## config.mk

```make
export PLATFORM = sky130hd
export DESIGN_NAME = rsa_top
export DESIGN_NICKNAME = d
export VERILOG_FILES = /design/src/design/rsa_pkg.sv /design/src/design/rsa_top.sv /design/src/design/rsa_calendar.sv
export SDC_FILE = /design/constraint.sdc
export NUM_CORES = 1
export LEC_CHECK = 0
export BUFFER_PORTS_ARGS = -buffer_cell sky130_fd_sc_hd__buf_2
export CORE_ASPECT_RATIO = 0.8
export CORE_UTILIZATION = 32
export CTS_BUF_LIST = sky130_fd_sc_hd__clkbuf_4
export DETAILED_ROUTE_END_ITERATION = 10
export GPL_TIMING_DRIVEN = 0
export SYNTH_ARGS = -nofsm -noshare
export SYNTH_HDL_FRONTEND = slang
export SYNTH_SLANG_ARGS = --single-unit
export TNS_END_PERCENT = 100
```

## constraint.sdc

```tcl
create_clock -name core_clk -period 3.2 [get_ports core_clk]
set_input_delay 0.64 -clock core_clk [delete_from_list [all_inputs] [get_ports core_clk]]
set_output_delay 0.64 -clock core_clk [all_outputs]
set_load 0.02 [all_outputs]
```

## src/design/rsa_pkg.sv

```systemverilog
package rsa_pkg;

  // ==========================================================================
  // Register map
  localparam int        RSA_ADDR_W        = 8;
  localparam int        RSA_DATA_W        = 32;
  localparam logic [7:0] RSA_OFF_DIVIDER   = 8'h00;
  localparam logic [7:0] RSA_OFF_DATE_SET  = 8'h04;
  localparam logic [7:0] RSA_OFF_TIME_SET  = 8'h08;
  localparam logic [7:0] RSA_OFF_CTRL      = 8'h0C;
  localparam logic [7:0] RSA_OFF_ALM_DATE  = 8'h10;
  localparam logic [7:0] RSA_OFF_ALM_TIME  = 8'h14;
  localparam logic [7:0] RSA_OFF_CUR_DATE  = 8'h18;
  localparam logic [7:0] RSA_OFF_CUR_TIME  = 8'h1C;
  localparam logic [7:0] RSA_OFF_EVT_RAW   = 8'h20;
  localparam logic [7:0] RSA_OFF_EVT_EN    = 8'h24;
  localparam logic [7:0] RSA_OFF_EVT_FORCE = 8'h28;
  localparam logic [7:0] RSA_OFF_EVT_MASKD = 8'h2C;

  // ==========================================================================
  // Field positions
  localparam int RSA_YEAR_LSB      = 12;
  localparam int RSA_MONTH_LSB     = 8;
  localparam int RSA_DAY_LSB       = 0;
  localparam int RSA_DOTW_LSB      = 24;
  localparam int RSA_HOUR_LSB      = 16;
  localparam int RSA_MIN_LSB       = 8;
  localparam int RSA_SEC_LSB       = 0;
  localparam int RSA_CTRL_ENABLE   = 0;
  localparam int RSA_CTRL_ACTIVE   = 1;
  localparam int RSA_CTRL_LOAD     = 4;
  localparam int RSA_CTRL_NOLEAP   = 8;
  localparam int RSA_MATCH_ACTIVE  = 29;
  localparam int RSA_GLOBAL_MATCH_ENABLE = 28;
  localparam int RSA_YEAR_ENA      = 26;
  localparam int RSA_MONTH_ENA     = 25;
  localparam int RSA_DAY_ENA       = 24;
  localparam int RSA_DOTW_ENA      = 31;
  localparam int RSA_HOUR_ENA      = 30;
  localparam int RSA_MIN_ENA       = 29;
  localparam int RSA_SEC_ENA       = 28;
  localparam int RSA_EVT_BIT       = 0;

  // ==========================================================================
  // Widths, limits and reset values
  localparam int          RSA_DIV_W     = 16;
  localparam logic [15:0] RSA_DIV_RESET = 16'h0000;
  localparam logic [5:0]  RSA_SEC_MAX   = 6'h3B;
  localparam logic [5:0]  RSA_MIN_MAX   = 6'h3B;
  localparam logic [4:0]  RSA_HOUR_MAX  = 5'h17;
  localparam logic [2:0]  RSA_DOTW_MAX  = 3'h6;
  localparam logic [3:0]  RSA_MONTH_MAX = 4'hC;
  localparam logic [3:0]  RSA_FEB       = 4'h2;

  // ==========================================================================
  // Types
  typedef struct packed {
    logic [11:0] year;
    logic [3:0]  month;
    logic [4:0]  day;
    logic [2:0]  dotw;
    logic [4:0]  hour;
    logic [5:0]  min;
    logic [5:0]  sec;
  } rsa_time_s;

  typedef struct packed {
    logic [7:0]  addr;
    logic [31:0] wdata;
    logic        wr;
    logic        rd;
  } rsa_bus_req_s;

  typedef enum logic {
    RSA_STOPPED = 1'b0,
    RSA_RUNNING = 1'b1
  } rsa_run_e;

  localparam rsa_time_s RSA_TIME_RESET = '0;

endpackage

```

## src/design/rsa_top.sv

```systemverilog
// Strobed register access was chosen for this implementation.
`timescale 1ns/1ps
module rsa_top
  import rsa_pkg::*;
(
  input  wire logic         core_clk,
  input  wire logic         rst_n,
  input  wire rsa_bus_req_s bus_req,
  output logic [31:0]       rdata,
  input  wire logic         ref_clk_pin,
  output logic              alarm_irq,
  output logic              wake_req,
  output logic              rtc_running
);

  // ==========================================================================
  // Address decode
  function automatic logic reg_hit(input logic [7:0] a, input logic [7:0] off);
    reg_hit = (a == off);
  endfunction

  logic sel_div;
  logic sel_date_set;
  logic sel_time_set;
  logic sel_ctrl;
  logic sel_alm_date;
  logic sel_alm_time;
  logic sel_cur_date;
  logic sel_cur_time;
  logic sel_evt_raw;
  logic sel_evt_en;
  logic sel_evt_force;
  logic sel_evt_maskd;
  logic wr;
  logic rd;
  logic [31:0] wdata;

  assign wr            = bus_req.wr;
  assign rd            = bus_req.rd;
  assign wdata         = bus_req.wdata;
  assign sel_div       = reg_hit(bus_req.addr, RSA_OFF_DIVIDER);
  assign sel_date_set  = reg_hit(bus_req.addr, RSA_OFF_DATE_SET);
  assign sel_time_set  = reg_hit(bus_req.addr, RSA_OFF_TIME_SET);
  assign sel_ctrl      = reg_hit(bus_req.addr, RSA_OFF_CTRL);
  assign sel_alm_date  = reg_hit(bus_req.addr, RSA_OFF_ALM_DATE);
  assign sel_alm_time  = reg_hit(bus_req.addr, RSA_OFF_ALM_TIME);
  assign sel_cur_date  = reg_hit(bus_req.addr, RSA_OFF_CUR_DATE);
  assign sel_cur_time  = reg_hit(bus_req.addr, RSA_OFF_CUR_TIME);
  assign sel_evt_raw   = reg_hit(bus_req.addr, RSA_OFF_EVT_RAW);
  assign sel_evt_en    = reg_hit(bus_req.addr, RSA_OFF_EVT_EN);
  assign sel_evt_force = reg_hit(bus_req.addr, RSA_OFF_EVT_FORCE);
  assign sel_evt_maskd = reg_hit(bus_req.addr, RSA_OFF_EVT_MASKD);

  // ==========================================================================
  // Software registers
  logic [RSA_DIV_W-1:0] divider;
  rsa_time_s            setup;
  logic                 ctrl_enable;
  logic                 ctrl_noleap;
  rsa_time_s            alarm_cmp;
  logic                 global_match_enable;
  logic [6:0]           field_ena;
  logic                 evt_enable;
  logic                 evt_force;

  always_ff @(posedge core_clk) begin
    if (!rst_n) begin
      divider <= RSA_DIV_RESET;
    end else if (wr && sel_div) begin
      divider <= wdata[RSA_DIV_W-1:0];
    end
  end

  always_ff @(posedge core_clk) begin
    if (!rst_n) begin
      setup <= RSA_TIME_RESET;
    end else if (wr && sel_date_set) begin
      setup.year  <= wdata[RSA_YEAR_LSB +: 12];
      setup.month <= wdata[RSA_MONTH_LSB +: 4];
      setup.day   <= wdata[RSA_DAY_LSB +: 5];
    end else if (wr && sel_time_set) begin
      setup.dotw <= wdata[RSA_DOTW_LSB +: 3];
      setup.hour <= wdata[RSA_HOUR_LSB +: 5];
      setup.min  <= wdata[RSA_MIN_LSB +: 6];
      setup.sec  <= wdata[RSA_SEC_LSB +: 6];
    end
  end

  always_ff @(posedge core_clk) begin
    if (!rst_n) begin
      ctrl_enable <= 1'b0;
      ctrl_noleap <= 1'b0;
    end else if (wr && sel_ctrl) begin
      ctrl_enable <= wdata[RSA_CTRL_ENABLE];
      ctrl_noleap <= wdata[RSA_CTRL_NOLEAP];
    end
  end

  always_ff @(posedge core_clk) begin
    if (!rst_n) begin
      alarm_cmp           <= RSA_TIME_RESET;
      global_match_enable <= 1'b0;
      field_ena           <= 7'h00;
    end else if (wr && sel_alm_date) begin
      alarm_cmp.year  <= wdata[RSA_YEAR_LSB +: 12];
      alarm_cmp.month <= wdata[RSA_MONTH_LSB +: 4];
      alarm_cmp.day   <= wdata[RSA_DAY_LSB +: 5];
      global_match_enable <= wdata[RSA_GLOBAL_MATCH_ENABLE];
      field_ena[6]    <= wdata[RSA_YEAR_ENA];
      field_ena[5]    <= wdata[RSA_MONTH_ENA];
      field_ena[4]    <= wdata[RSA_DAY_ENA];
    end else if (wr && sel_alm_time) begin
      alarm_cmp.dotw <= wdata[RSA_DOTW_LSB +: 3];
      alarm_cmp.hour <= wdata[RSA_HOUR_LSB +: 5];
      alarm_cmp.min  <= wdata[RSA_MIN_LSB +: 6];
      alarm_cmp.sec  <= wdata[RSA_SEC_LSB +: 6];
      field_ena[3]   <= wdata[RSA_DOTW_ENA];
      field_ena[2]   <= wdata[RSA_HOUR_ENA];
      field_ena[1]   <= wdata[RSA_MIN_ENA];
      field_ena[0]   <= wdata[RSA_SEC_ENA];
    end
  end

  always_ff @(posedge core_clk) begin
    if (!rst_n) begin
      evt_enable <= 1'b0;
      evt_force  <= 1'b0;
    end else begin
      if (wr && sel_evt_en) begin
        evt_enable <= wdata[RSA_EVT_BIT];
      end
      if (wr && sel_evt_force) begin
        evt_force <= wdata[RSA_EVT_BIT];
      end
    end
  end

  // ==========================================================================
  // Reference pin synchroniser and edge detect
  logic ref_meta;
  logic ref_sync;
  logic ref_prev;
  logic ref_rise;

  always_ff @(posedge core_clk) begin
    if (!rst_n) begin
      ref_meta <= 1'b0;
      ref_sync <= 1'b0;
      ref_prev <= 1'b0;
    end else begin
      ref_meta <= ref_clk_pin;
      ref_sync <= ref_meta;
      ref_prev <= ref_sync;
    end
  end

  assign ref_rise = ref_sync & ~ref_prev;

  // ==========================================================================
  // Run state follows enable on reference edges
  rsa_run_e run_state;
  rsa_run_e next_run_state;

  always_comb begin
    next_run_state = run_state;
    case (run_state)
      RSA_STOPPED: begin
        if (ref_rise && ctrl_enable) begin
          next_run_state = RSA_RUNNING;
        end
      end
      RSA_RUNNING: begin
        if (ref_rise && !ctrl_enable) begin
          next_run_state = RSA_STOPPED;
        end
      end
      default: begin
        next_run_state = RSA_STOPPED;
      end
    endcase
  end

  always_ff @(posedge core_clk) begin
    if (!rst_n) begin
      run_state <= RSA_STOPPED;
    end else begin
      run_state <= next_run_state;
    end
  end

  assign rtc_running = (run_state == RSA_RUNNING);

  // ==========================================================================
  // Load request, applied on the next reference edge
  logic load_req;
  logic next_load_req;
  logic load_now;
  logic load_set;

  assign load_set      = wr && sel_ctrl && wdata[RSA_CTRL_LOAD];
  assign load_now      = load_req & ref_rise;
  assign next_load_req = load_set | (load_req & ~ref_rise);

  always_ff @(posedge core_clk) begin
    if (!rst_n) begin
      load_req <= 1'b0;
    end else begin
      load_req <= next_load_req;
    end
  end

  // ==========================================================================
  // One-second divider
  logic [RSA_DIV_W-1:0] div_cnt;
  logic [RSA_DIV_W-1:0] next_div_cnt;
  logic                 div_done;
  logic                 sec_tick;

  assign div_done = (div_cnt >= divider);
  assign sec_tick = rtc_running & ref_rise & div_done & ~load_now;

  always_comb begin
    next_div_cnt = div_cnt;
    if (!rtc_running || load_now) begin
      next_div_cnt = '0;
    end else if (ref_rise) begin
      next_div_cnt = div_done ? '0 : RSA_DIV_W'(div_cnt + 1'b1);
    end
  end

  always_ff @(posedge core_clk) begin
    if (!rst_n) begin
      div_cnt <= '0;
    end else begin
      div_cnt <= next_div_cnt;
    end
  end

  // ==========================================================================
  // Calendar counter
  rsa_time_s now;

  rsa_calendar u_calendar (
    .core_clk (core_clk),
    .rst_n    (rst_n),
    .tick     (sec_tick),
    .load     (load_now),
    .no_leap  (ctrl_noleap),
    .load_val (setup),
    .now      (now)
  );

  // ==========================================================================
  // Alarm match
  rsa_time_s cmp_mask;
  logic      match_hit;
  logic      evt_raw;
  logic      evt_masked;

  assign cmp_mask = {{12{field_ena[6]}}, {4{field_ena[5]}}, {5{field_ena[4]}},
                     {3{field_ena[3]}}, {5{field_ena[2]}}, {6{field_ena[1]}},
                     {6{field_ena[0]}}};
  assign match_hit = global_match_enable
                     & (((now ^ alarm_cmp) & cmp_mask) == '0);

  always_ff @(posedge core_clk) begin
    if (!rst_n) begin
      evt_raw <= 1'b0;
    end else begin
      evt_raw <= match_hit;
    end
  end

  assign evt_masked = (evt_raw & evt_enable) | evt_force;
  assign alarm_irq  = evt_masked;
  assign wake_req   = evt_masked;

  // ==========================================================================
  // Date capture on time read
  logic [11:0] snap_year;
  logic [3:0]  snap_month;
  logic [4:0]  snap_day;

  always_ff @(posedge core_clk) begin
    if (!rst_n) begin
      snap_year  <= 12'h000;
      snap_month <= 4'h0;
      snap_day   <= 5'h00;
    end else if (rd && sel_cur_time) begin
      snap_year  <= now.year;
      snap_month <= now.month;
      snap_day   <= now.day;
    end
  end

  // ==========================================================================
  // Read mux
  logic [31:0] next_rdata;

  always_comb begin
    next_rdata = 32'h0000_0000;
    if (rd) begin
      if (sel_div) begin
        next_rdata[RSA_DIV_W-1:0] = divider;
      end else if (sel_date_set) begin
        next_rdata[RSA_YEAR_LSB +: 12] = setup.year;
        next_rdata[RSA_MONTH_LSB +: 4] = setup.month;
        next_rdata[RSA_DAY_LSB +: 5]   = setup.day;
      end else if (sel_time_set) begin
        next_rdata[RSA_DOTW_LSB +: 3] = setup.dotw;
        next_rdata[RSA_HOUR_LSB +: 5] = setup.hour;
        next_rdata[RSA_MIN_LSB +: 6]  = setup.min;
        next_rdata[RSA_SEC_LSB +: 6]  = setup.sec;
      end else if (sel_ctrl) begin
        next_rdata[RSA_CTRL_ENABLE] = ctrl_enable;
        next_rdata[RSA_CTRL_ACTIVE] = rtc_running;
        next_rdata[RSA_CTRL_NOLEAP] = ctrl_noleap;
      end else if (sel_alm_date) begin
        next_rdata[RSA_YEAR_LSB +: 12]  = alarm_cmp.year;
        next_rdata[RSA_MONTH_LSB +: 4]  = alarm_cmp.month;
        next_rdata[RSA_DAY_LSB +: 5]    = alarm_cmp.day;
        next_rdata[RSA_MATCH_ACTIVE]        = global_match_enable;
        next_rdata[RSA_GLOBAL_MATCH_ENABLE] = global_match_enable;
        next_rdata[RSA_YEAR_ENA]        = field_ena[6];
        next_rdata[RSA_MONTH_ENA]       = field_ena[5];
        next_rdata[RSA_DAY_ENA]         = field_ena[4];
      end else if (sel_alm_time) begin
        next_rdata[RSA_DOTW_LSB +: 3] = alarm_cmp.dotw;
        next_rdata[RSA_HOUR_LSB +: 5] = alarm_cmp.hour;
        next_rdata[RSA_MIN_LSB +: 6]  = alarm_cmp.min;
        next_rdata[RSA_SEC_LSB +: 6]  = alarm_cmp.sec;
        next_rdata[RSA_DOTW_ENA]      = field_ena[3];
        next_rdata[RSA_HOUR_ENA]      = field_ena[2];
        next_rdata[RSA_MIN_ENA]       = field_ena[1];
        next_rdata[RSA_SEC_ENA]       = field_ena[0];
      end else if (sel_cur_date) begin
        next_rdata[RSA_YEAR_LSB +: 12] = snap_year;
        next_rdata[RSA_MONTH_LSB +: 4] = snap_month;
        next_rdata[RSA_DAY_LSB +: 5]   = snap_day;
      end else if (sel_cur_time) begin
        next_rdata[RSA_DOTW_LSB +: 3] = now.dotw;
        next_rdata[RSA_HOUR_LSB +: 5] = now.hour;
        next_rdata[RSA_MIN_LSB +: 6]  = now.min;
        next_rdata[RSA_SEC_LSB +: 6]  = now.sec;
      end else if (sel_evt_raw) begin
        next_rdata[RSA_EVT_BIT] = evt_raw;
      end else if (sel_evt_en) begin
        next_rdata[RSA_EVT_BIT] = evt_enable;
      end else if (sel_evt_force) begin
        next_rdata[RSA_EVT_BIT] = evt_force;
      end else if (sel_evt_maskd) begin
        next_rdata[RSA_EVT_BIT] = evt_masked;
      end
    end
  end

  always_ff @(posedge core_clk) begin
    if (!rst_n) begin
      rdata <= 32'h0000_0000;
    end else begin
      rdata <= next_rdata;
    end
  end

endmodule

```

## src/design/rsa_calendar.sv

```systemverilog
`timescale 1ns/1ps
module rsa_calendar
  import rsa_pkg::*;
(
  input  wire logic      core_clk,
  input  wire logic      rst_n,
  input  wire logic      tick,
  input  wire logic      load,
  input  wire logic      no_leap,
  input  wire rsa_time_s load_val,
  output rsa_time_s      now
);

  // ==========================================================================
  // Month length
  function automatic logic [4:0] month_days(input logic [3:0] m, input logic [11:0] y,
                                            input logic nl);
    case (m)
      4'h4, 4'h6, 4'h9, 4'hB: month_days = 5'h1E;
      4'h2:                   month_days = (y[1:0] == 2'h0 && !nl) ? 5'h1D : 5'h1C;
      default:                month_days = 5'h1F;
    endcase
  endfunction

  rsa_time_s next_now;
  logic      sec_wrap;
  logic      min_wrap;
  logic      hour_wrap;
  logic      day_wrap;
  logic      month_wrap;

  assign sec_wrap   = now.sec >= RSA_SEC_MAX;
  assign min_wrap   = now.min >= RSA_MIN_MAX;
  assign hour_wrap  = now.hour >= RSA_HOUR_MAX;
  assign day_wrap   = now.day >= month_days(now.month, now.year, no_leap);
  assign month_wrap = now.month >= RSA_MONTH_MAX;

  // ==========================================================================
  // Carry chain
  always_comb begin
    next_now = now;
    if (load) begin
      next_now = load_val;
    end else if (tick) begin
      next_now.sec = sec_wrap ? 6'h00 : 6'(now.sec + 6'h01);
      if (sec_wrap) begin
        next_now.min = min_wrap ? 6'h00 : 6'(now.min + 6'h01);
        if (min_wrap) begin
          next_now.hour = hour_wrap ? 5'h00 : 5'(now.hour + 5'h01);
          if (hour_wrap) begin
            next_now.dotw = (now.dotw >= RSA_DOTW_MAX) ? 3'h0 : 3'(now.dotw + 3'h1);
            next_now.day  = day_wrap ? 5'h01 : 5'(now.day + 5'h01);
            if (day_wrap) begin
              next_now.month = month_wrap ? 4'h1 : 4'(now.month + 4'h1);
              if (month_wrap) begin
                next_now.year = 12'(now.year + 12'h001);
              end
            end
          end
        end
      end
    end
  end

  always_ff @(posedge core_clk) begin
    if (!rst_n) begin
      now <= RSA_TIME_RESET;
    end else begin
      now <= next_now;
    end
  end

endmodule

```

==> results by group <==
Outcome
  • Status: completed

Global routing
  • Initial antenna violation count: 2
  • Number of global-route vias before repair: 10210
  • Pin count of the biggest net entering global routing: 16
  • First-pass GRT wire length: 66.50 mm
  • Total GRT Usage: 25.54%
  • Gr ovfl total: 0

Timing
  • Hold Vio Cnt, Final: 0
  • Max-slew violations: 0
  • RSZ-0062 raised after global routing: false
  • Fin Setup TNS: 0 ps
  • Period minus WS final: 3146 ps
  • Measured slew at the worst slew-check pin: about 1200 ps
  • Final period util: 98.31%
  • Fmax: approximately 0.32 GHz
  • Clk_skew: 34.85 ps
  • Final setup violation count: 0
  • Slew Limit Headroom: 21.04%

Final layout
  • Area Growth Syn to Fin: 15.41%
  • # nets final: 1616
  • Share of cells above drive strength 1: 13.59%
  • Cell Count, Final, Fillers Out: 2048

Yosys
  • EDFF count, synth: 0
  • Post-synthesis net count: about 1500
  • Post-Syn Instances: 1402
  • Yosys warnings: 0
  • Synthesized cell area: between 10000 and 15000 µm²
  • Post-synth ARST share: 0%
  • Seq/Total Area, Yosys: 40.42%
  • Seq cells post-synth: 225
  • Avg Inst Size Synth: 7.949 µm²
  • Count of cell types in the netlist: between 70 and 80
  • Prevailing post-synth register cell: dfxtp_1

Power and ir drop
  • VDD IR-drop max: 0.2155 mV
  • P per Cell Area: 437.7 nW/µm²
  • Leakage: 4.901 nW

Clock network
  • TritonCTS Buffers: 59
  • TritonCTS clock tree: done
  • Root buf cell: clkbuf_4
  • Clock latency on the worst-skew pair: 750 ps
  • CTS H-tree depth: 2
  • CTS Buffer Depth: 3
  • Hold_buf cts: 0
  • Reg clk slew, reported paths: around 70 ps
  • Clock sink total: 225

Floorplanning
  • Io pins: 80
  • Die W: 210.6 µm
  • CORE AREA: 33930 µm²
  • # rows: 60
  • Starting density of the core: 32.84%
  • Die area: 35580 µm²
  • Chip height: ~170 µm

Worst setup path
  • CP Capture Type: flip-flop
  • Slowest CP cell: nor3_2
  • Path depth of the worst reg2reg path: 8
  • R2r startpoint: divider[13]$_SDFFE_PN0P_
  • Critical path required time: 3800 ps
  • Crit Path Max Fanout: 10
  • Crit start category: input pin
  • Largest stage delay, worst path: 870 ps
  • FF-to-FF End: u_calendar.now[24]$_SDFFE_PN0P_
  • WP data arrival: 3750 ps
  • Crit-path cells: buf_2, nor2_1, nand2_1, nor3_2, clkbuf_1, a211oi_1, o21ai_0
  • Critical path class: input pin to flip-flop
  • Worst reg2reg setup slack: ~200 ps

Flow run
  • Max-Cap Viols: 0

Hold path
  • HP Class: input pin to flip-flop
  • Hold Path Sink: divider[7]$_SDFFE_PN0P_
  • Worst hold stages: 3
  • Worst Hold Launch: bus_req[9]

Drt
  • WL final: 46.06 mm
  • Initial DRC count: 1406
  • Average vias per placed instance: about 5.5
  • Routed Antenna Nets: 0
  • Wirelength per Cell: around 22 µm
  • Via count: roughly 11000
  • Drt drc: 0
  • DRT Pass-1 Iters: 6

Placement
  • Placed cells: 1943
  • PortBufs: 76
  • Dpl hpwl: roughly 34 mm
  • Routability Congestion: 0.9836
## worst max path at each step
| stage | to | from | slack (ps) |
|---|---|---|---|
| final | rdata[11]$_SDFF_PN0_ | bus_req[35] | 50 |
| after global routing | u_calendar.now[28]$_SDFFE_PN0P_ | u_calendar.now[25]$_SDFFE_PN0P_ | 2 |
| after CTS | u_calendar.now[39]$_SDFFE_PN0P_ | u_calendar.now[25]$_SDFFE_PN0P_ | 280 |
| after detailed placement | rdata[11]$_SDFF_PN0_ | bus_req[35] | -400 |
| after global placement | rdata[11]$_SDFF_PN0_ | bus_req[35] | -980 |
| after floorplan | u_calendar.now[31]$_SDFFE_PN0P_ | u_calendar.now[25]$_SDFFE_PN0P_ | 730 |
## kinds of logic after synthesis
group	synth area share (%)
fa+ha+maj	3.480
mux	3.503
buf+inv	5.131
other cells	0.03365
flops	40.42
xor+xnor	4.873
compound gates	21.57
simple gates	21.00
## cell type report
class | instances | area [µm²]
multi-input combinational | 1051 | 6078
sequential | 225 | 4504
antenna | 1 | 2.502
inverter | 28 | 105.1
clock inverter | 18 | 97.59
fill | 3726 | 21070
tap | 465 | 581.8
clock buffer | 85 | 638.1
buffer | 98 | 466.7
timing repair buffer | 77 | 387.9
## worst max-delay path: cells and delay by family
| kind | cells | cell delay [ps] |
|---|---|---|
| AOI/OAI and AO/OA | 2 | 750 |
| buffers and inverters | 2 | 780 |
| and+or+nand+nor | 3 | 1570 |
## state kept, by name (all words and copies together) (netlist names), named ones only
| register | flops |
|---|---|
| evt_force | 1 |
| setup | 41 |
| ref_meta | 1 |
| global_match_enable | 1 |
| rdata | 31 |
| evt_enable | 1 |
| snap_month | 4 |
| load_req | 1 |
| u_calendar.now | 41 |
| ref_sync | 1 |
| ctrl_noleap | 1 |
| field_ena | 7 |
| alarm_cmp | 41 |
| ctrl_enable | 1 |
| div_cnt | 16 |
| snap_year | 12 |
| ref_prev | 1 |
| evt_raw | 1 |
| snap_day | 5 |
| divider | 16 |
## per-stage QoR
step	power (mW)	util [%]	cell area [µm²]	hold slack [ps]	setup slack, ps
2_1_floorplan	2.969	-	11140	411.9	726.9
3_3_place_gp	3.106	35.68	12110	417.1	-984.6
3_5_place_dp	3.106	35.69	12110	421.0	-397.3
4_1_cts	5.647	37.88	12850	97.04	283.1
5_1_grt	5.819	37.91	12860	107.4	2.219
6_report	5.630	37.91	12860	116.5	53.94
## report_power, final
part / total [mW] / internal, mW / switching, mW
sequential: 2.81 / 2.80 / 0.00305
combinational: 0.247 / 0.0555 / 0.192
clock: 2.58 / 1.29 / 1.29
## cell usage after synthesis (all sizes together) (27+ instances only)
| master | instances | area (µm²) |
|---|---|---|
| a21oi | 159 | 795.8 |
| buf | 36 | 232.7 |
| clkbuf | 62 | 234.0 |
| dfxtp | 225 | 4504 |
| ha | 31 | 387.9 |
| inv | 27 | 101.4 |
| mux2i | 39 | 390.4 |
| nand2 | 331 | 1245 |
| nand3 | 36 | 185.2 |
| nor2 | 75 | 296.5 |
| o21ai | 69 | 345.3 |
| xor2 | 42 | 367.9 |
## routing by layer
layer | track usage, % | routed length, µm | vias to the layer above
li1 | - | - | 5209
met1 | 36.74 | 20630 | 5355
met2 | 36.09 | 18500 | 636
met3 | 8.534 | 5958 | 85
met4 | 5.955 | 867 | 4
met5 | 1.931 | 103 | -
## cell usage in the layout, fill, tap and decap left out, types with 10 or more instances in the layout
master	count
buf_2	94
buf_4	11
a211oi_1	16
ha_1	31
o211ai_1	21
and2_1	11
a21oi_1	159
clkinv_1	14
xor2_1	42
a22oi_1	21
nor3_1	14
clkbuf_4	85
nor2_1	71
dfxtp_1	225
nand3_1	35
and3_1	11
mux2i_1	39
xnor2_1	20
clkbuf_1	61
a21boi_0	14
nand2_1	330
nor2b_1	10
inv_1	27
o21ai_0	68
nand4_1	17
## repair_timing
item,in CTS,in global routing
hold endpoints to repair,0,0
endpoints found under the setup margin,8,1
resized for setup,0,1
pin swaps,1,0
setup buffers,1,0
No activity file was read; power rests on OpenSTA's default activity.
